==> src/rtl/dsamc_pkg.sv <==
package dsamc_pkg;
	// ==========================================================
	// register byte offsets
	localparam logic [15:0] OFS_SYSTEM_CONFIG  = 16'h3000;
	localparam logic [15:0] OFS_BANK_CONTROL0  = 16'h302C;
	localparam logic [15:0] OFS_REFRESH_EXTIO  = 16'h303C;
	localparam logic [31:0] RST_ZERO           = 32'h0000_0000;
	// ==========================================================
	// system_config fields
	localparam int SYSTEM_CONFIG_SDRAM_BIT = 31;
	localparam int SYSTEM_CONFIG_WIDTH_LSB = 0;
	localparam logic [1:0] WIDTH_X8  = 2'h0;
	localparam logic [1:0] WIDTH_X16 = 2'h1;
	// ==========================================================
	// dram_bank_control fields
	localparam int BANK_EDO_BIT  = 0;
	localparam int BANK_TCS_LSB  = 1;
	localparam int BANK_TCP_BIT  = 3;
	localparam int BANK_TRCD_BIT = 7;
	localparam int BANK_TRP_LSB  = 8;
	localparam int BANK_CAN_LSB  = 30;
	// ==========================================================
	// refresh_extio_control fields
	localparam int REF_EN_BIT    = 16;
	localparam int REF_TCHR_LSB  = 17;
	localparam int REF_COUNT_LSB = 21;
	// ==========================================================
	// sdram mode key: cas latency 2, burst length 1, sequential
	localparam logic [14:0] SD_MODE_KEY    = 15'h0020;
	localparam logic [3:0]  SD_CAS_LATENCY = 4'h2;
	localparam logic [3:0]  SD_MRS_TICKS   = 4'h2;
	// ==========================================================
	// controller states
	typedef enum logic [6:0] {
		ST_IDLE = 7'b000_0001,
		ST_MRS  = 7'b000_0010,
		ST_ROW  = 7'b000_0100,
		ST_COL  = 7'b000_1000,
		ST_CPRE = 7'b001_0000,
		ST_RPRE = 7'b010_0000,
		ST_REF  = 7'b100_0000
	} dsamc_state_t;
endpackage

==> src/rtl/dsamc_ctrl.sv <==
// The APB slave port and the placing of the registers were decided locally.
`timescale 1ns/1ps
// Functional notes
// - refresh generated internally, CBR or auto-refresh
// - row and column from 23-bit address
// - column width programmable 8 to 11
// - EDO read data latched later
// - mode register key: CL2, BL1, sequential
// - leftover address bits act as SDRAM bank select
// - bank bit 0 selects EDO or fast page
// - system config selects async DRAM or SDRAM
// - per-bank tCS (async DRAM only), tCP, tRCD, tRP applied
// - drive SDRAM clock, enable, selects, strobes, masks
// - 8-bit column phase pin mapping
// - 8-bit row phase pin mapping
// - 9-bit column phase pin mapping
// - 9-bit row phase pin mapping
// - 10-bit column phase pin mapping
// - 10-bit row phase pin mapping
// - internal address scaled to memory width
// - column width field in bits 31:30
// - config bit 31 makes all banks SDRAM
module dsamc_ctrl (
	// clock and reset
	input  wire logic        pclk,
	input  wire logic        presetn,
	// apb slave
	input  wire logic        psel,
	input  wire logic        penable,
	input  wire logic        pwrite,
	input  wire logic [15:0] paddr,
	input  wire logic [31:0] pwdata,
	output logic      [31:0] prdata,
	output logic             pready,
	output logic             pslverr,
	// internal memory request
	input  wire logic        mem_req,
	input  wire logic        mem_we,
	input  wire logic [1:0]  mem_bank,
	input  wire logic [24:0] mem_byte_addr,
	input  wire logic [31:0] mem_wdata,
	input  wire logic [3:0]  mem_be,
	output logic      [31:0] mem_rdata,
	output logic             mem_ack,
	// memory pins
	output logic      [21:0] mem_addr_pins,
	input  wire logic [31:0] mem_data_in,
	output logic      [31:0] mem_data_out,
	output logic             mem_data_oe,
	output logic             mem_write_en_n,
	output logic      [3:0]  dram_row_strobe_n,
	output logic             dram_col_strobe_n,
	output logic             sdram_clock_out,
	output logic             sdram_clock_enable,
	output logic      [3:0]  sdram_chip_select_n,
	output logic             sdram_row_strobe_n,
	output logic             sdram_col_strobe_n,
	output logic      [3:0]  sdram_byte_mask
);
	// ==========================================================
	// address mux: row/col phase by column width
	function automatic logic [14:0] mux_addr(input logic [22:0] a, input logic [1:0] can,
		input logic row, input logic ap);
		logic [14:0] r;
		r = 15'h0000;
		if (row) begin
			// top bits left over above the row feed sdram bank select
			r = a[22:8] >> can;
		end else begin
			r[14:11] = a[22:19] >> can;
			r[10]    = ap;
			r[9:0]   = a[9:0];
		end
		return r;
	endfunction

	// ==========================================================
	// registers
	logic [31:0] bank_ctl_q [4];
	logic [31:0] sys_cfg_q;
	logic [31:0] ref_ctl_q;
	logic        pready_q;
	logic        pslverr_q;
	logic [31:0] prdata_q;
	logic        mrs_pend_q;
	logic        apb_wr;
	logic        sel_bank;
	logic [1:0]  bank_idx;
	logic        mapped;
	logic [15:0] bank_ofs;

	assign bank_ofs = paddr - dsamc_pkg::OFS_BANK_CONTROL0;
	assign bank_idx = bank_ofs[3:2];
	assign sel_bank = (paddr >= dsamc_pkg::OFS_BANK_CONTROL0) && (bank_ofs[15:4] == 12'h000)
		&& (paddr[1:0] == 2'h0);
	assign mapped   = sel_bank || (paddr == dsamc_pkg::OFS_SYSTEM_CONFIG)
		|| (paddr == dsamc_pkg::OFS_REFRESH_EXTIO);
	assign apb_wr   = psel && penable && pready_q && pwrite && mapped;

	always_ff @(posedge pclk or negedge presetn) begin
		if (!presetn) begin
			pready_q  <= 1'b0;
			pslverr_q <= 1'b0;
			prdata_q  <= dsamc_pkg::RST_ZERO;
		end else begin
			pready_q  <= psel && !penable;
			pslverr_q <= psel && !penable && !mapped;
			if (psel && !penable) begin
				if (sel_bank)
					prdata_q <= bank_ctl_q[bank_idx];
				else if (paddr == dsamc_pkg::OFS_SYSTEM_CONFIG)
					prdata_q <= sys_cfg_q;
				else if (paddr == dsamc_pkg::OFS_REFRESH_EXTIO)
					prdata_q <= ref_ctl_q;
				else
					prdata_q <= dsamc_pkg::RST_ZERO;
			end
		end
	end

	always_ff @(posedge pclk or negedge presetn) begin
		if (!presetn) begin
			for (int i = 0; i < 4; i++)
				bank_ctl_q[i] <= dsamc_pkg::RST_ZERO;
			sys_cfg_q <= dsamc_pkg::RST_ZERO;
			ref_ctl_q <= dsamc_pkg::RST_ZERO;
		end else if (apb_wr) begin
			if (sel_bank)
				bank_ctl_q[bank_idx] <= pwdata;
			else if (paddr == dsamc_pkg::OFS_SYSTEM_CONFIG)
				sys_cfg_q <= pwdata;
			else
				ref_ctl_q <= pwdata;
		end
	end

	// ==========================================================
	// memory timing tick and sdram clock
	logic tick_q;
	logic sdram_clk_q;
	logic cke_q;

	always_ff @(posedge pclk or negedge presetn) begin
		if (!presetn) begin
			tick_q      <= 1'b0;
			sdram_clk_q <= 1'b0;
			cke_q       <= 1'b0;
		end else begin
			tick_q      <= !tick_q;
			sdram_clk_q <= tick_q;
			cke_q       <= 1'b1;
		end
	end

	// ==========================================================
	// refresh interval timer
	logic        sdram_mode;
	logic [10:0] ref_cnt_q;
	logic        ref_pend_q;
	logic        ref_due;
	logic        ref_start;
	logic        mrs_start;

	assign sdram_mode = sys_cfg_q[dsamc_pkg::SYSTEM_CONFIG_SDRAM_BIT];
	assign ref_due    = tick_q && ref_ctl_q[dsamc_pkg::REF_EN_BIT] &&
		(ref_cnt_q == ref_ctl_q[dsamc_pkg::REF_COUNT_LSB +: 11]);

	always_ff @(posedge pclk or negedge presetn) begin
		if (!presetn) begin
			ref_cnt_q  <= 11'h000;
			ref_pend_q <= 1'b0;
		end else begin
			if (!ref_ctl_q[dsamc_pkg::REF_EN_BIT] || ref_due)
				ref_cnt_q <= 11'h000;
			else if (tick_q)
				ref_cnt_q <= ref_cnt_q + 11'h001;
			if (ref_due)
				ref_pend_q <= 1'b1;
			else if (ref_start)
				ref_pend_q <= 1'b0;
		end
	end

	// mode register set is requested whenever software enables sdram
	always_ff @(posedge pclk or negedge presetn) begin
		if (!presetn)
			mrs_pend_q <= 1'b0;
		else if (apb_wr && (paddr == dsamc_pkg::OFS_SYSTEM_CONFIG) &&
			pwdata[dsamc_pkg::SYSTEM_CONFIG_SDRAM_BIT])
			mrs_pend_q <= 1'b1;
		else if (mrs_start)
			mrs_pend_q <= 1'b0;
	end

	// ==========================================================
	// access and refresh sequencer
	dsamc_pkg::dsamc_state_t state_q;
	logic [3:0]  cnt_q;
	logic        first_q;
	logic [1:0]  bank_q;
	logic        we_q;
	logic [22:0] word_q;
	logic [31:0] wdata_q;
	logic [3:0]  be_q;
	logic [31:0] cur_ctl;
	logic        step;
	logic [22:0] word_addr;

	assign cur_ctl   = bank_ctl_q[bank_q];
	assign step      = tick_q && (cnt_q == 4'h0);
	// a stale mode-set request left by leaving sdram mode must not stall refresh
	assign ref_start = tick_q && (state_q == dsamc_pkg::ST_IDLE) && !mrs_start && ref_pend_q;
	assign mrs_start = tick_q && (state_q == dsamc_pkg::ST_IDLE) && mrs_pend_q && sdram_mode;

	always_comb begin
		word_addr = mem_byte_addr[24:2];
		case (sys_cfg_q[dsamc_pkg::SYSTEM_CONFIG_WIDTH_LSB +: 2])
			dsamc_pkg::WIDTH_X8:  word_addr = mem_byte_addr[22:0];
			dsamc_pkg::WIDTH_X16: word_addr = mem_byte_addr[23:1];
			default:              word_addr = mem_byte_addr[24:2];
		endcase
	end

	always_ff @(posedge pclk or negedge presetn) begin
		if (!presetn) begin
			state_q <= dsamc_pkg::ST_IDLE;
			cnt_q   <= 4'h0;
			first_q <= 1'b0;
			bank_q  <= 2'h0;
			we_q    <= 1'b0;
			word_q  <= 23'h00_0000;
			wdata_q <= dsamc_pkg::RST_ZERO;
			be_q    <= 4'h0;
		end else begin
			first_q <= 1'b0;
			case (state_q)
				dsamc_pkg::ST_IDLE: begin
					if (mrs_start) begin
						state_q <= dsamc_pkg::ST_MRS;
						cnt_q   <= dsamc_pkg::SD_MRS_TICKS - 4'h1;
						first_q <= 1'b1;
					end else if (ref_start) begin
						// refresh only from idle; new accesses wait behind it
						state_q <= dsamc_pkg::ST_REF;
						cnt_q   <= {1'b0, ref_ctl_q[dsamc_pkg::REF_TCHR_LSB +: 3]};
						first_q <= 1'b1;
						bank_q  <= 2'h0;
					end else if (tick_q && mem_req && !ref_pend_q) begin
						state_q <= dsamc_pkg::ST_ROW;
						cnt_q   <= {3'h0, bank_ctl_q[mem_bank][dsamc_pkg::BANK_TRCD_BIT]};
						first_q <= 1'b1;
						bank_q  <= mem_bank;
						we_q    <= mem_we;
						word_q  <= word_addr;
						wdata_q <= mem_wdata;
						be_q    <= mem_be;
					end
				end
				dsamc_pkg::ST_MRS, dsamc_pkg::ST_REF: begin
					if (step) begin
						state_q <= dsamc_pkg::ST_RPRE;
						// refresh recovery uses bank 0 precharge time
						cnt_q   <= {2'h0, bank_ctl_q[0][dsamc_pkg::BANK_TRP_LSB +: 2]};
						first_q <= 1'b1;
					end else if (tick_q)
						cnt_q <= cnt_q - 4'h1;
				end
				dsamc_pkg::ST_ROW: begin
					if (step) begin
						state_q <= dsamc_pkg::ST_COL;
						if (sdram_mode)
							cnt_q <= we_q ? 4'h0 : dsamc_pkg::SD_CAS_LATENCY - 4'h1;
						else
							cnt_q <= {2'h0, cur_ctl[dsamc_pkg::BANK_TCS_LSB +: 2]};
						first_q <= 1'b1;
					end else if (tick_q)
						cnt_q <= cnt_q - 4'h1;
				end
				dsamc_pkg::ST_COL: begin
					if (step) begin
						state_q <= dsamc_pkg::ST_CPRE;
						cnt_q   <= {3'h0, cur_ctl[dsamc_pkg::BANK_TCP_BIT]};
						first_q <= 1'b1;
					end else if (tick_q)
						cnt_q <= cnt_q - 4'h1;
				end
				dsamc_pkg::ST_CPRE: begin
					if (step) begin
						state_q <= dsamc_pkg::ST_RPRE;
						cnt_q   <= {2'h0, cur_ctl[dsamc_pkg::BANK_TRP_LSB +: 2]};
						first_q <= 1'b1;
					end else if (tick_q)
						cnt_q <= cnt_q - 4'h1;
				end
				dsamc_pkg::ST_RPRE: begin
					if (step)
						state_q <= dsamc_pkg::ST_IDLE;
					else if (tick_q)
						cnt_q <= cnt_q - 4'h1;
				end
				default: begin
					state_q <= dsamc_pkg::ST_IDLE;
					cnt_q   <= 4'h0;
				end
			endcase
		end
	end

	// ==========================================================
	// read data capture and completion
	logic [31:0] din_meta_q;
	logic [31:0] din_sync_q;
	logic [31:0] rdata_q;
	logic        ack_q;
	logic        edo_bank;
	logic        latch_now;
	logic [1:0]  lat_q;

	assign edo_bank  = cur_ctl[dsamc_pkg::BANK_EDO_BIT];
	// pin sample point: fast page at the end of the strobe, edo one clock later
	assign latch_now = !we_q && (sdram_mode || !edo_bank ?
		(state_q == dsamc_pkg::ST_COL && step) :
		(state_q == dsamc_pkg::ST_CPRE && first_q));

	// the latch trails the sample point by the two synchroniser stages
	always_ff @(posedge pclk or negedge presetn) begin
		if (!presetn) begin
			din_meta_q <= dsamc_pkg::RST_ZERO;
			din_sync_q <= dsamc_pkg::RST_ZERO;
			rdata_q    <= dsamc_pkg::RST_ZERO;
			ack_q      <= 1'b0;
			lat_q      <= 2'h0;
		end else begin
			din_meta_q <= mem_data_in;
			din_sync_q <= din_meta_q;
			lat_q      <= {lat_q[0], latch_now};
			if (lat_q[1])
				rdata_q <= din_sync_q;
			// reads complete when their data is latched
			ack_q <= we_q ? ((state_q == dsamc_pkg::ST_CPRE) && step) : lat_q[1];
		end
	end

	// ==========================================================
	// pin drivers
	logic [21:0] addr_q;
	logic [31:0] dout_q;
	logic        oe_q;
	logic        wen_q;
	logic [3:0]  rs_n_q;
	logic        cs_col_n_q;
	logic [3:0]  sd_cs_n_q;
	logic        sd_ras_n_q;
	logic        sd_cas_n_q;
	logic [3:0]  dqm_q;
	logic [1:0]  can;
	logic        in_row;
	logic        in_col;

	assign can    = cur_ctl[dsamc_pkg::BANK_CAN_LSB +: 2];
	assign in_row = (state_q == dsamc_pkg::ST_ROW);
	assign in_col = (state_q == dsamc_pkg::ST_COL) || (state_q == dsamc_pkg::ST_CPRE);

	always_ff @(posedge pclk or negedge presetn) begin
		if (!presetn) begin
			addr_q     <= 22'h00_0000;
			dout_q     <= dsamc_pkg::RST_ZERO;
			oe_q       <= 1'b0;
			wen_q      <= 1'b1;
			rs_n_q     <= 4'hF;
			cs_col_n_q <= 1'b1;
			sd_cs_n_q  <= 4'hF;
			sd_ras_n_q <= 1'b1;
			sd_cas_n_q <= 1'b1;
			dqm_q      <= 4'hF;
		end else begin
			addr_q     <= 22'h00_0000;
			oe_q       <= 1'b0;
			wen_q      <= 1'b1;
			rs_n_q     <= 4'hF;
			cs_col_n_q <= 1'b1;
			sd_cs_n_q  <= 4'hF;
			sd_ras_n_q <= 1'b1;
			sd_cas_n_q <= 1'b1;
			dqm_q      <= 4'hF;
			dout_q     <= wdata_q;
			if (in_row || in_col)
				addr_q[14:0] <= mux_addr(word_q, can, in_row, sdram_mode || word_q[10]);
			if (sdram_mode) begin
				// one-cycle commands, nop in between
				if (state_q == dsamc_pkg::ST_MRS && first_q) begin
					addr_q[14:0] <= dsamc_pkg::SD_MODE_KEY;
					sd_cs_n_q    <= 4'h0;
					sd_ras_n_q   <= 1'b0;
					sd_cas_n_q   <= 1'b0;
					wen_q        <= 1'b0;
				end
				if (state_q == dsamc_pkg::ST_REF && first_q) begin
					sd_cs_n_q  <= 4'h0;
					sd_ras_n_q <= 1'b0;
					sd_cas_n_q <= 1'b0;
				end
				if (in_row && first_q) begin
					sd_cs_n_q[bank_q] <= 1'b0;
					sd_ras_n_q        <= 1'b0;
				end
				if (state_q == dsamc_pkg::ST_COL && first_q) begin
					sd_cs_n_q[bank_q] <= 1'b0;
					sd_cas_n_q        <= 1'b0;
					wen_q             <= !we_q;
				end
				if (state_q == dsamc_pkg::ST_COL)
					dqm_q <= we_q ? ~be_q : 4'h0;
				oe_q <= we_q && (state_q == dsamc_pkg::ST_COL);
			end else begin
				if (state_q == dsamc_pkg::ST_REF) begin
					// cas before ras refresh
					cs_col_n_q <= 1'b0;
					if (!first_q)
						rs_n_q <= 4'h0;
				end
				if (in_row || in_col)
					rs_n_q[bank_q] <= 1'b0;
				if (state_q == dsamc_pkg::ST_COL)
					cs_col_n_q <= 1'b0;
				if (in_col) begin
					wen_q <= !we_q;
					oe_q  <= we_q;
				end
			end
		end
	end

	// ==========================================================
	// outputs
	assign prdata              = prdata_q;
	assign pready              = pready_q;
	assign pslverr             = pslverr_q;
	assign mem_rdata           = rdata_q;
	assign mem_ack             = ack_q;
	assign mem_addr_pins       = addr_q;
	assign mem_data_out        = dout_q;
	assign mem_data_oe         = oe_q;
	assign mem_write_en_n      = wen_q;
	assign dram_row_strobe_n   = rs_n_q;
	assign dram_col_strobe_n   = cs_col_n_q;
	assign sdram_clock_out     = sdram_clk_q;
	assign sdram_clock_enable  = cke_q;
	assign sdram_chip_select_n = sd_cs_n_q;
	assign sdram_row_strobe_n  = sd_ras_n_q;
	assign sdram_col_strobe_n  = sd_cas_n_q;
	assign sdram_byte_mask     = dqm_q;
endmodule // dsamc_ctrl

==> config.mk <==
export PLATFORM = sky130hd
export DESIGN_NAME = dsamc_ctrl
export DESIGN_NICKNAME = d
export VERILOG_FILES = /design/src/rtl/dsamc_pkg.sv /design/src/rtl/dsamc_ctrl.sv
export SDC_FILE = /design/constraint.sdc
export NUM_CORES = 1
export LEC_CHECK = 0
export BUFFER_PORTS_ARGS = -buffer_cell sky130_fd_sc_hd__buf_4
export CELL_PAD_IN_SITES_DETAIL_PLACEMENT = 0
export CELL_PAD_IN_SITES_GLOBAL_PLACEMENT = 1
export CORE_MARGIN = 5
export CORE_UTILIZATION = 45
export DETAILED_ROUTE_END_ITERATION = 8
export PLACE_DENSITY_LB_ADDON = 0.1
export SLEW_MARGIN = 10
export SYNTH_ARGS = -nofsm -noshare
export SYNTH_HDL_FRONTEND = slang
export SYNTH_SLANG_ARGS = --single-unit
export TNS_END_PERCENT = 10
==> constraint.sdc <==
create_clock -name pclk -period 4.1 [get_ports pclk]
set_input_delay 0.615 -clock pclk [delete_from_list [all_inputs] [get_ports pclk]]
set_output_delay 0.615 -clock pclk [all_outputs]
set_load 0.02 [all_outputs]
; Yosys cells after proc, flatten, opt, wreduce, memory -nomap -nowiden
; Cells that the tools add are included.
[totals]
in_bits = 150
regBits = 479
output_inout_bits = 140
wordCells = 229
[op_classes]
n_eq_ne = 17
shifts = 2
n_lt_le_gt_ge = 7
n_bitwise = 12
n_addsub = 3
n_mux = 86
reduce_logical = 64
[op_table]
columns = op, count
row1 = $mux W32, 8
row2 = $bmux W32 S2, 3
row3 = $bwmux W128, 1
row4 = $mux W4, 24
row5 = $demux W32 S2, 1
row6 = $mux W15, 4
row7 = $mux W7, 7
row8 = $pmux W23 S2, 1
row9 = $pmux W7 S5, 1
row10 = $eq A16 B14 Y1 const B, 2
row11 = $logic_and A1 B1 Y1, 31
row12 = $mux W1, 26
row13 = $pmux W4 S6, 1
row14 = $mux W11, 2
row15 = $ge A16 B14 Y1 const B, 1
row16 = $mux W8, 2
row17 = $sub A16 B14 Y16 const B, 1
row18 = $shr A15 B2 Y15, 1
row19 = $and A4 B4 Y4, 3
row20 = $logic_not A12 Y1, 1
row21 = $add A11 B1 Y11 const B, 1
row22 = $eq A11 B11 Y1, 1
row23 = $ge A3 B3 Y1 const B, 3
row24 = $not A2 Y3, 3
row25 = 33 further kinds, 62

; Logic depth before layout (Yosys ltp)
; Gate-level depths: netlist of run 1.
[depth]
word_depth = 11
mapped_depth = 10
depth_no_buf = 8

; Worst setup path after synthesis of run 1
; Ideal clock, no wire load.
[synth_timing]
path_type = input to register
start = in paddr[2]
end = reg prdata_q[30] (netlist: prdata[30])
t_required_ns = 3.971
path_buffers = 5
path_slack_ns = 0.945
cell_stages = 10
setup_ns = 0.129
arrival_time_ns = 3.027
path_cell_list = buf_6 -> clkbuf_1 -> inv_1 -> ha_1 -> clkbuf_1 -> buf_1 -> clkbuf_1 -> mux4_2 -> o22ai_1 -> a21oi_1
[synth_via]
elab_chain_len = 6
word_cells_on_any_way = 14
cone_classes = add/sub: 1 / order compare: 1 / eq/ne: 2 / mux: 6 / bitwise: 1 / reduce/logical: 3
[synth_lines]
columns = element, line_no
row1 = start: declaration, dsamc_ctrl.sv:31  ; input wire logic [15:0] paddr,
row2 = $sub A16 B14 Y16, dsamc_ctrl.sv:92  ; assign bank_ofs = paddr - dsamc_pkg::OFS_BANK_CONTROL0;
row3 = $not A2 Y3 (implied by the code), dsamc_ctrl.sv:110  ; prdata_q <= bank_ctl_q[bank_idx];
row4 = $bmux W32 S2, dsamc_ctrl.sv:110
row5 = $mux W32 (implied by the code) (2 in a row), dsamc_ctrl.sv:110
row6 = $mux W32 (*), dsamc_ctrl.sv:109  ; if (sel_bank)
row7 = end signal: assignment, dsamc_ctrl.sv:110
row8 = end signal: assignment, dsamc_ctrl.sv:112  ; prdata_q <= sys_cfg_q;
row9 = end signal: assignment, dsamc_ctrl.sv:114  ; prdata_q <= ref_ctl_q;
row10 = end: declaration, dsamc_ctrl.sv:84  ; logic [31:0] prdata_q;
; Every way passes the cells marked *; elsewhere a longest branch is shown, timed or not. The select of a mux whose other input is x is not followed.
; A chain may end at the register's enable or synchronous reset.

==> results of run 1 <==
==> routing by layer <==
metal / routed length, um / share of wire / vias up
met1: 23500 / 0.45 / 6728
li1: - / - / 5865
met3: 2750 / 0.053 / 57
met2: 24800 / 0.48 / 304
met5: 0 / 0 / -
met4: 863 / 0.017 / 0
==> power by group through the flow <==
stage / Sequential (W) / Combinational (W) / Clock [W]
after CTS: 0.00570 / 0.00257 / 0.00509
after global placement: 0.00576 / 0.00254 / 0
after global routing: 0.00577 / 0.00273 / 0.00529
final: 0.00570 / 0.00253 / 0.00495
after detailed placement: 0.00578 / 0.00256 / 0
after floorplan: 0.00593 / 0.00147 / 0
==> worst reg2reg max path: cells and delay by family, from the launching register on <==
family / cells / cell delay [ns]
and+or+nand+nor: 3 / 1.10
buffers and inverters: 2 / 0.51
DFF: 1 / 0.45
AOI/OAI and AO/OA: 1 / 0.30
muxes: 1 / 0.49
adders and majority gates: 1 / 0.15
==> cell type report <==
type	instances	share of cell area
clock buffer	75	0.0589
multi-input combinational	840	0.327
clock inverter	21	0.0128
sequential	479	0.470
inverter	12	0.00176
tap	607	0.0297
timing repair buffer	319	0.0998
==> final timing paths <==
kind,from,to,cells after the start
worst max-delay path,cnt_q[0],word_q[22],8
worst min-delay path,presetn,din_meta_q[21],1
worst max register to register,cnt_q[0],word_q[22],8
worst min register to register,din_meta_q[16],din_sync_q[16],0
max in group asynchronous,presetn,sdram_chip_select_n[1],2
min in group pclk,mem_data_in[18],din_meta_q[18],1
==> Yosys cell counts (17+ instances only) <==
cell / instances / area, um^2
o22ai_1: 32 / 200
mux4_2: 41 / 923
buf_6: 19 / 214
nor2_1: 30 / 113
xor2_1: 19 / 166
buf_2: 19 / 95.1
clkbuf_1: 52 / 195
mux2_4: 164 / 2460
a21oi_1: 45 / 225
dfstp_2: 17 / 447
mux2_2: 117 / 1320
o21ai_0: 57 / 285
a221oi_1: 33 / 289
dfrtp_1: 462 / 11600
nand2_1: 57 / 214
mux2i_1: 47 / 470
a221o_1: 34 / 340
==> cells by family (layout without fill, tap and decap cells) <==
family / Yosys count / after routing / share of synthesized area
mux: 372 / 372 / 0.248
compound gates: 246 / 246 / 0.0835
simple gates: 184 / 184 / 0.0510
buf+inv: 118 / 427 / 0.0309
other cells: 2 / 8 / 0.000358
fa+ha+maj: 7 / 7 / 0.00417
xor+xnor: 23 / 23 / 0.00960
flops: 479 / 479 / 0.572
==> metrics by stage <==
stage	hold WS, ns	setup slack (ns)	instance area (um^2)	std cells
3_5_place_dp	0.335	0.772	23700	2257
3_3_place_gp	0.331	0.835	23700	2257
6_report	0.0742	0.999	25600	2353
5_1_grt	0.0698	0.752	25600	2353
4_1_cts	0.0674	1.02	25600	2353
2_1_floorplan	0.319	0.945	21000	1437
==> results.json, run 1 <==
{
  "status": "completed",
  "grt_start_max_net_pins": 106,
  "cp_cell_sequence": "inv_1, ha_1, nor3b_1, nand2_1, o31a_1, nor3_4, buf_12, mux2_2",
  "fmax_mhz": 322,
  "hold_path_class": "input pin to asynchronous set/reset pin",
  "diodes": 0,
  "drt-total-wl_mm": 51.9,
  "p_switching_w": 0.00353,
  "fillers": 3855,
  "syn_to_final_growth_pct": 21.9,
  "switching_share": 0.268,
  "pwr-share-comb": 0.192,
  "die_h_um": 226,
  "max_stage_delay_ns": 0.47,
  "dieArea_um2": 51000,
  "power_frac_seq": 0.433,
  "io_buffers": 282,
  "grt_use_met2": 0.317,
  "vias": 13000,
  "post_drt_wl_per_cell_um": 22.0,
  "fin_crit_ns": 3.10,
  "syn-cell-area_um2": 21000,
  "internal_power_w": 0.00964,
  "clk_pin_slew_ns": 0.06,
  "crit_path_start_kind": "flop",
  "tightestPinTransition_ns": 0.979,
  "rows": 79,
  "final-seq-area_um2": 12000,
  "cts_num_sinks": 479,
  "clk_path_buf_depth": 3,
  "endpoint_kind": "flop",
  "critPathTopFamily": "simple AND/OR/NAND/NOR gates",
  "p_leak_nw": 11.9,
  "start_util": 0.453,
  "relSlewSlack": 0.347,
  "required_ns": 4.58,
  "async_reset_ff_frac": 1.00,
  "post-dp-hpwl_mm": 34.7,
  "postLayoutCoreUtil": 0.552,
  "yosys_warnings": 0,
  "ys_seq_area_frac": 0.572,
  "drt_iter0_drc": 680,
  "maxCapViolCount": 0,
  "syn_inst": 1431,
  "grtUsageMet3": 0.0411,
  "grt_util_met1": 0.289,
  "avgViaCountPerCell": 5.51,
  "htree_levels": 2,
  "p_clk_frac": 0.376,
  "synth_edf_count": 0,
  "ant_nets": 0,
  "crit_arrival_ns": 3.59,
  "track_usage": 0.200,
  "route.detailed.drc": 0,
  "finClkSkew_ns": 0.0118,
  "ios": 290,
  "nets": 1860,
  "place.gp.congestion": 0.778,
  "grt_overflow_total": 0,
  "cts_buffers": 51,
  "fp.dieW_um": 226,
  "slew_viol_final": 0,
  "postCtsSetupRepairBufs": 0,
  "gr-max-usage-layer": "met2",
  "p_total_w": 0.0132,
  "powerDensity_nw_per_um2": 515,
  "clk_latency_ns": 0.60,
  "multiInputGateArea_um2": 8370,
  "grt_pass1_wl_mm": 80.4,
  "grt_pass1_vias": 13500,
  "synth-main-ff-cell": "dfrtp_1",
  "ir_drop_mv": 0.510,
  "path_max_fanout": 65,
  "setup_viol": 0,
  "r2r_setup_slack_ns": 1.0,
  "cts_tree": "done",
  "largest_reg_flops": 128,
  "ys_types": 74,
  "final_cell_mix": "dfrtp_1, buf_4, mux2_4, mux2_2",
  "top_register": "bank_ctl_q",
  "rsz0062_at_grt": "no",
  "mostFrequentLayoutCell": "dfrtp_1",
  "cts_root_buf": "clkbuf_16",
  "antenna_found_initial": 0,
  "drt-pass1-iter-count": 5,
  "cts_hold_buf": 0,
  "drive_gt1_frac": 0.442,
  "core_um2": 46400,
  "hold_viol": 0,
  "worst-path-buf-inv": 2,
  "syn_area_per_cell_um2": 14.7,
  "cts_resized": 0,
  "period_share": 0.756,
  "ys_seq_elements": 479,
  "cpMaxStageDelayCell": "nor3b_1",
  "fin_tns_setup_ns": 0,
  "crit_type": "flop to flop"
}
Note: power is estimated with default switching activity, not from simulation.
==> inputs of run 2 (changes only) <==
==> constraint.sdc (replaced) <==
create_clock -name pclk -period 3.2 [get_ports pclk]
set_input_delay 0.48 -clock pclk [delete_from_list [all_inputs] [get_ports pclk]]
set_output_delay 0.48 -clock pclk [all_outputs]
set_load 0.02 [all_outputs]
==> results.json, run 2 (synthesis results as in run 1) <==
{
  "status": "completed",
  "crit_path_start_kind": "flop",
  "diodes": 0,
  "required_ns": 3.67,
  "fin_tns_setup_ns": 0,
  "p_leak_nw": 12.0,
  "rows": 79,
  "drt-pass1-iter-count": 5,
  "largest_reg_flops": 128,
  "postCtsSetupRepairBufs": 0,
  "drive_gt1_frac": 0.432,
  "vias": 12900,
  "io_buffers": 282,
  "relSlewSlack": 0.392,
  "ir_drop_mv": 0.658,
  "maxCapViolCount": 0,
  "cts_num_sinks": 479,
  "clk_latency_ns": 0.60,
  "rsz0062_at_grt": "no",
  "grt_overflow_total": 0,
  "fp.dieW_um": 226,
  "hold_viol": 0,
  "drt_iter0_drc": 786,
  "die_h_um": 226,
  "grt_pass1_vias": 13700,
  "fin_crit_ns": 2.71,
  "powerDensity_nw_per_um2": 641,
  "setup_viol": 0,
  "cts_tree": "done",
  "dp_slack_ns": 0.223,
  "period_share": 0.845,
  "start_util": 0.453,
  "slew_viol_final": 0,
  "avgViaCountPerCell": 5.43,
  "finClkSkew_ns": 0.0184,
  "mostFrequentLayoutCell": "dfrtp_1",
  "cts_buffers": 51,
  "dieArea_um2": 51000,
  "grt_start_max_net_pins": 84,
  "post-dp-hpwl_mm": 34.8,
  "crit_arrival_ns": 3.17,
  "hold_path_class": "input pin to flop",
  "place.gp.congestion": 0.791,
  "ios": 290,
  "syn_to_final_growth_pct": 23.2,
  "worst_slack_ns": 0.495,
  "top_register": "bank_ctl_q",
  "crit_type": "flop to flop",
  "antenna_found_initial": 0,
  "post_drt_wl_per_cell_um": 22.0,
  "route.detailed.drc": 0,
  "ant_nets": 0,
  "core_um2": 46400,
  "endpoint_kind": "flop",
  "tightestPinTransition_ns": 0.912,
  "dp.cells": 2259,
  "grt_pass1_wl_mm": 82.0,
  "nets": 1895,
  "fmax_mhz": 370,
  "final_cell_mix": "dfrtp_1, buf_4, mux2_4, mux2_2",
  "path_max_fanout": 38,
  "clk_path_buf_depth": 3,
  "track_usage": 0.204,
  "clk_pin_slew_ns": 0.06,
  "final_cells": 2383,
  "drt-total-wl_mm": 52.3,
  "cts_root_buf": "clkbuf_16",
  "htree_levels": 2
}
## run 2: report_power, final
part / total, W / internal [W] / switching [W]
registers: 0.00727 / 0.00683 / 0.000439
clock network: 0.00596 / 0.00351 / 0.00246
logic: 0.00335 / 0.00174 / 0.00160
total: 0.0166 / 0.0121 / 0.00450
## run 2: layer usage
| metal | global-route usage | share of wire |
|---|---|---|
| met1 | 0.287 | 0.45 |
| met2 | 0.336 | 0.48 |
| met3 | 0.0359 | 0.051 |
| met4 | 0.0465 | 0.017 |
| met5 | 0 | 0 |
## run 2: worst max-delay path, cell delays in order, from the launching register on
cell,delay (ns)
dfrtp_1,0.47
or4_4,0.58
nor2_1,0.40
nand2b_1,0.18
nor3_4,0.25
buf_12,0.29
mux2_2,0.37
## run 2: area by class of cell
| type | instances | area [um^2] |
|---|---|---|
| clock buffer | 71 | 1450 |
| clock inverter | 20 | 245 |
| fill | 3797 | 20500 |
| inverter | 12 | 45.0 |
| multi-input combinational | 840 | 8370 |
| sequential | 479 | 12000 |
| tap | 607 | 759 |
| timing repair buffer | 354 | 2970 |
## run 2: final timing paths
check,from,end,slack [ns],cells past startpoint
setup / recovery,state_q[1],wdata_q[31],0.49,6
hold / removal,mem_bank[1],bank_q[1],0.11,3
setup reg to reg,state_q[1],wdata_q[31],0.49,6
hold reg to reg,din_meta_q[27],din_sync_q[27],0.35,0
max in group asynchronous,presetn,sdram_byte_mask[1],1.75,3
min in group asynchronous,presetn,din_meta_q[9],0.52,2
## run 2: repair_timing
action | in CTS | in global routing
gates resized for setup | 0 | 0
hold buffers | 33 | 0
endpoints found under the hold margin | 105 | 0
## run 2: stage by stage
step           cell area, um^2  total power [W]   util  hold WS, ns
3_3_place_gp             23800           0.0107  0.514        0.331
3_5_place_dp             23800           0.0107  0.514        0.335
2_1_floorplan            21000          0.00948      -        0.184
4_1_cts                  25900           0.0168  0.558       0.0765
6_report                 25900           0.0166  0.558        0.110
5_1_grt                  25900           0.0174  0.558       0.0928
==> inputs of run 3 (changes only) <==
--- a/config.mk
+++ b/config.mk
@@ -9,7 +9,7 @@
 export CELL_PAD_IN_SITES_DETAIL_PLACEMENT = 0
 export CELL_PAD_IN_SITES_GLOBAL_PLACEMENT = 1
 export CORE_MARGIN = 5
-export CORE_UTILIZATION = 45
+export CORE_UTILIZATION = 43
 export DETAILED_ROUTE_END_ITERATION = 8
 export PLACE_DENSITY_LB_ADDON = 0.1
 export SLEW_MARGIN = 10
==> constraint.sdc (replaced) <==
create_clock -name pclk -period 2.31 [get_ports pclk]
set_input_delay 0.3465 -clock pclk [delete_from_list [all_inputs] [get_ports pclk]]
set_output_delay 0.3465 -clock pclk [all_outputs]
set_load 0.02 [all_outputs]
==> results.json, run 3 (synthesis results as in run 1) <==
{
  "fin_crit_ns": 2.25,
  "dieArea_um2": 53300,
  "largest_reg_flops": 128,
  "track_usage": 0.201,
  "fmax_mhz": 444,
  "antenna_found_initial": 1,
  "relSlewSlack": 0.535,
  "worst_slack_ns": 0.0556,
  "vias": 13700,
  "path_max_fanout": 8,
  "mostFrequentLayoutCell": "dfrtp_1",
  "grt_overflow_total": 0,
  "hold_path_class": "input pin to flop",
  "drt_iter0_drc": 681,
  "grt_start_max_net_pins": 73,
  "rsz0062_at_grt": "yes",
  "final_cell_mix": "dfrtp_1, buf_4, mux2_4, mux2_2, dlygate4sd3_1",
  "fp.dieW_um": 231,
  "period_share": 0.976,
  "crit_arrival_ns": 2.73,
  "r2r_cells": 7,
  "maxCapViolCount": 0,
  "crit_type": "flop to flop",
  "dp_slack_ns": -0.319,
  "clk_path_buf_depth": 3,
  "holdWs_ns": 0.0316,
  "io_buffers": 282,
  "post_drt_wl_per_cell_um": 21.5,
  "route.detailed.drc": 0,
  "setup_viol": 0,
  "fin_area_um2": 27400,
  "die_h_um": 231,
  "cts_tree": "done",
  "tightestPinTransition_ns": 0.698,
  "ant_nets": 0,
  "clk_latency_ns": 0.60,
  "grt_pass1_wl_mm": 85.5,
  "drt-pass1-iter-count": 5,
  "slew_viol_final": 0,
  "cts_buffers": 51,
  "syn_to_final_growth_pct": 30.5,
  "core_um2": 48600,
  "crit_path_start_kind": "flop",
  "nets": 2030,
  "ir_drop_mv": 0.526,
  "avgViaCountPerCell": 5.41,
  "p_leak_nw": 12.8,
  "clk_pin_slew_ns": 0.06,
  "top_register": "bank_ctl_q",
  "htree_levels": 2,
  "final_cells": 2537,
  "ios": 290,
  "hold_viol": 0,
  "placed_cell_area_um2": 24700,
  "cts_num_sinks": 479,
  "powerDensity_nw_per_um2": 879,
  "start_util": 0.431,
  "post-dp-hpwl_mm": 37.7,
  "place.gp.congestion": 0.824,
  "r2r_setup_slack_ns": 0.06,
  "cp-endpoint": "word_q[18]",
  "grt_pass1_vias": 14500,
  "rows": 81,
  "endpoint_kind": "flop",
  "dp.cells": 2362,
  "required_ns": 2.78,
  "cts_root_buf": "clkbuf_16",
  "cp-startpoint": "state_q[0]",
  "finClkSkew_ns": 0.0194,
  "r2r-start": "state_q[0]",
  "worst_r2r_endpoint": "word_q[18]",
  "status": "completed",
  "drt-total-wl_mm": 54.6,
  "drive_gt1_frac": 0.460
}
==> run 3: cell types whose count changed in the layout (fill, tap and decap cells not counted), sizes merged <==
| cell | previous run | this run |
|---|---|---|
| clkbuf | 71 | 78 |
| clkinvlp | 3 | 1 |
| inv | 16 | 13 |
| buf | 321 | 414 |
| bufinv | 4 | 2 |
| clkinv | 9 | 13 |
| dlygate4sd3 | 33 | 74 |
| diode | 0 | 1 |
==> run 3: power by group <==
part	internal, W	total, W	leakage (nW)	switching (W)
clock network	0.00491	0.00833	0.869	0.00342
logic	0.00315	0.00568	5.72	0.00253
registers	0.00946	0.0101	6.22	0.000611
total	0.0175	0.0241	12.8	0.00656
==> run 3: how the worst min path moves through the flow <==
| stage | from | end | slack (ns) | cells after the start |
|---|---|---|---|---|
| after floorplan | presetn | bank_ctl_q[0] | 0.05 | 0 |
| after global placement | din_meta_q[9] | din_sync_q[9] | 0.33 | 0 |
| after detailed placement | din_meta_q[12] | din_sync_q[12] | 0.33 | 0 |
| after CTS | pwdata[10] | bank_ctl_q[106] | 0.002 | 2 |
| after global routing | pwdata[11] | bank_ctl_q[43] | 0.02 | 2 |
| final | pwdata[10] | bank_ctl_q[42] | 0.03 | 2 |
==> run 3: critical path, stage by stage (launching register included) <==
cell       delay [ns]
dfstp_2          0.58
or3b_4           0.41
nor2_4           0.15
nand2b_4         0.08
nor3_4           0.24
buf_12           0.20
clkbuf_16        0.18
mux2_4           0.29
==> run 3: through the flow <==
| step | total power, W | setup TNS, ns | utilization |
|---|---|---|---|
| final | 0.0241 | 0 | 0.563 |
| after global routing | 0.0252 | -0.221 | 0.563 |
| after CTS | 0.0242 | -0.00762 | 0.562 |
| after detailed placement | 0.0154 | -41.61 | 0.508 |
| after global placement | 0.0153 | -38.20 | 0.508 |
| after floorplan | 0.0131 | -4.73 | - |
==> run 3: final cells by class <==
| type | instances | area [um^2] |
|---|---|---|
| clock inverter | 17 | 183 |
| multi-input combinational | 840 | 8470 |
| timing repair buffer | 489 | 4340 |
| fill | 3970 | 21300 |
| inverter | 12 | 45.0 |
| clock buffer | 77 | 1560 |
| antenna | 1 | 2.50 |
| sequential | 479 | 12000 |
| tap | 622 | 778 |
==> run 3: repair_timing <==
action                                 in CTS  in global routing
hold buffers                               74                  0
setup endpoints to repair                  56                 60
gates cloned                                1                  1
pin swaps                                   4                  3
gates resized for setup                    13                  8
endpoints found under the hold margin     119                  0
setup buffers                               3                  2
==> run 3: routing by layer <==
| layer | global-route usage | up-vias | share of wire |
|---|---|---|---|
| met5 | 0 | - | 0 |
| met4 | 0.0639 | 0 | 0.027 |
| met3 | 0.0357 | 81 | 0.042 |
| met2 | 0.325 | 306 | 0.48 |
| met1 | 0.279 | 7140 | 0.45 |
| li1 | - | 6188 | - |
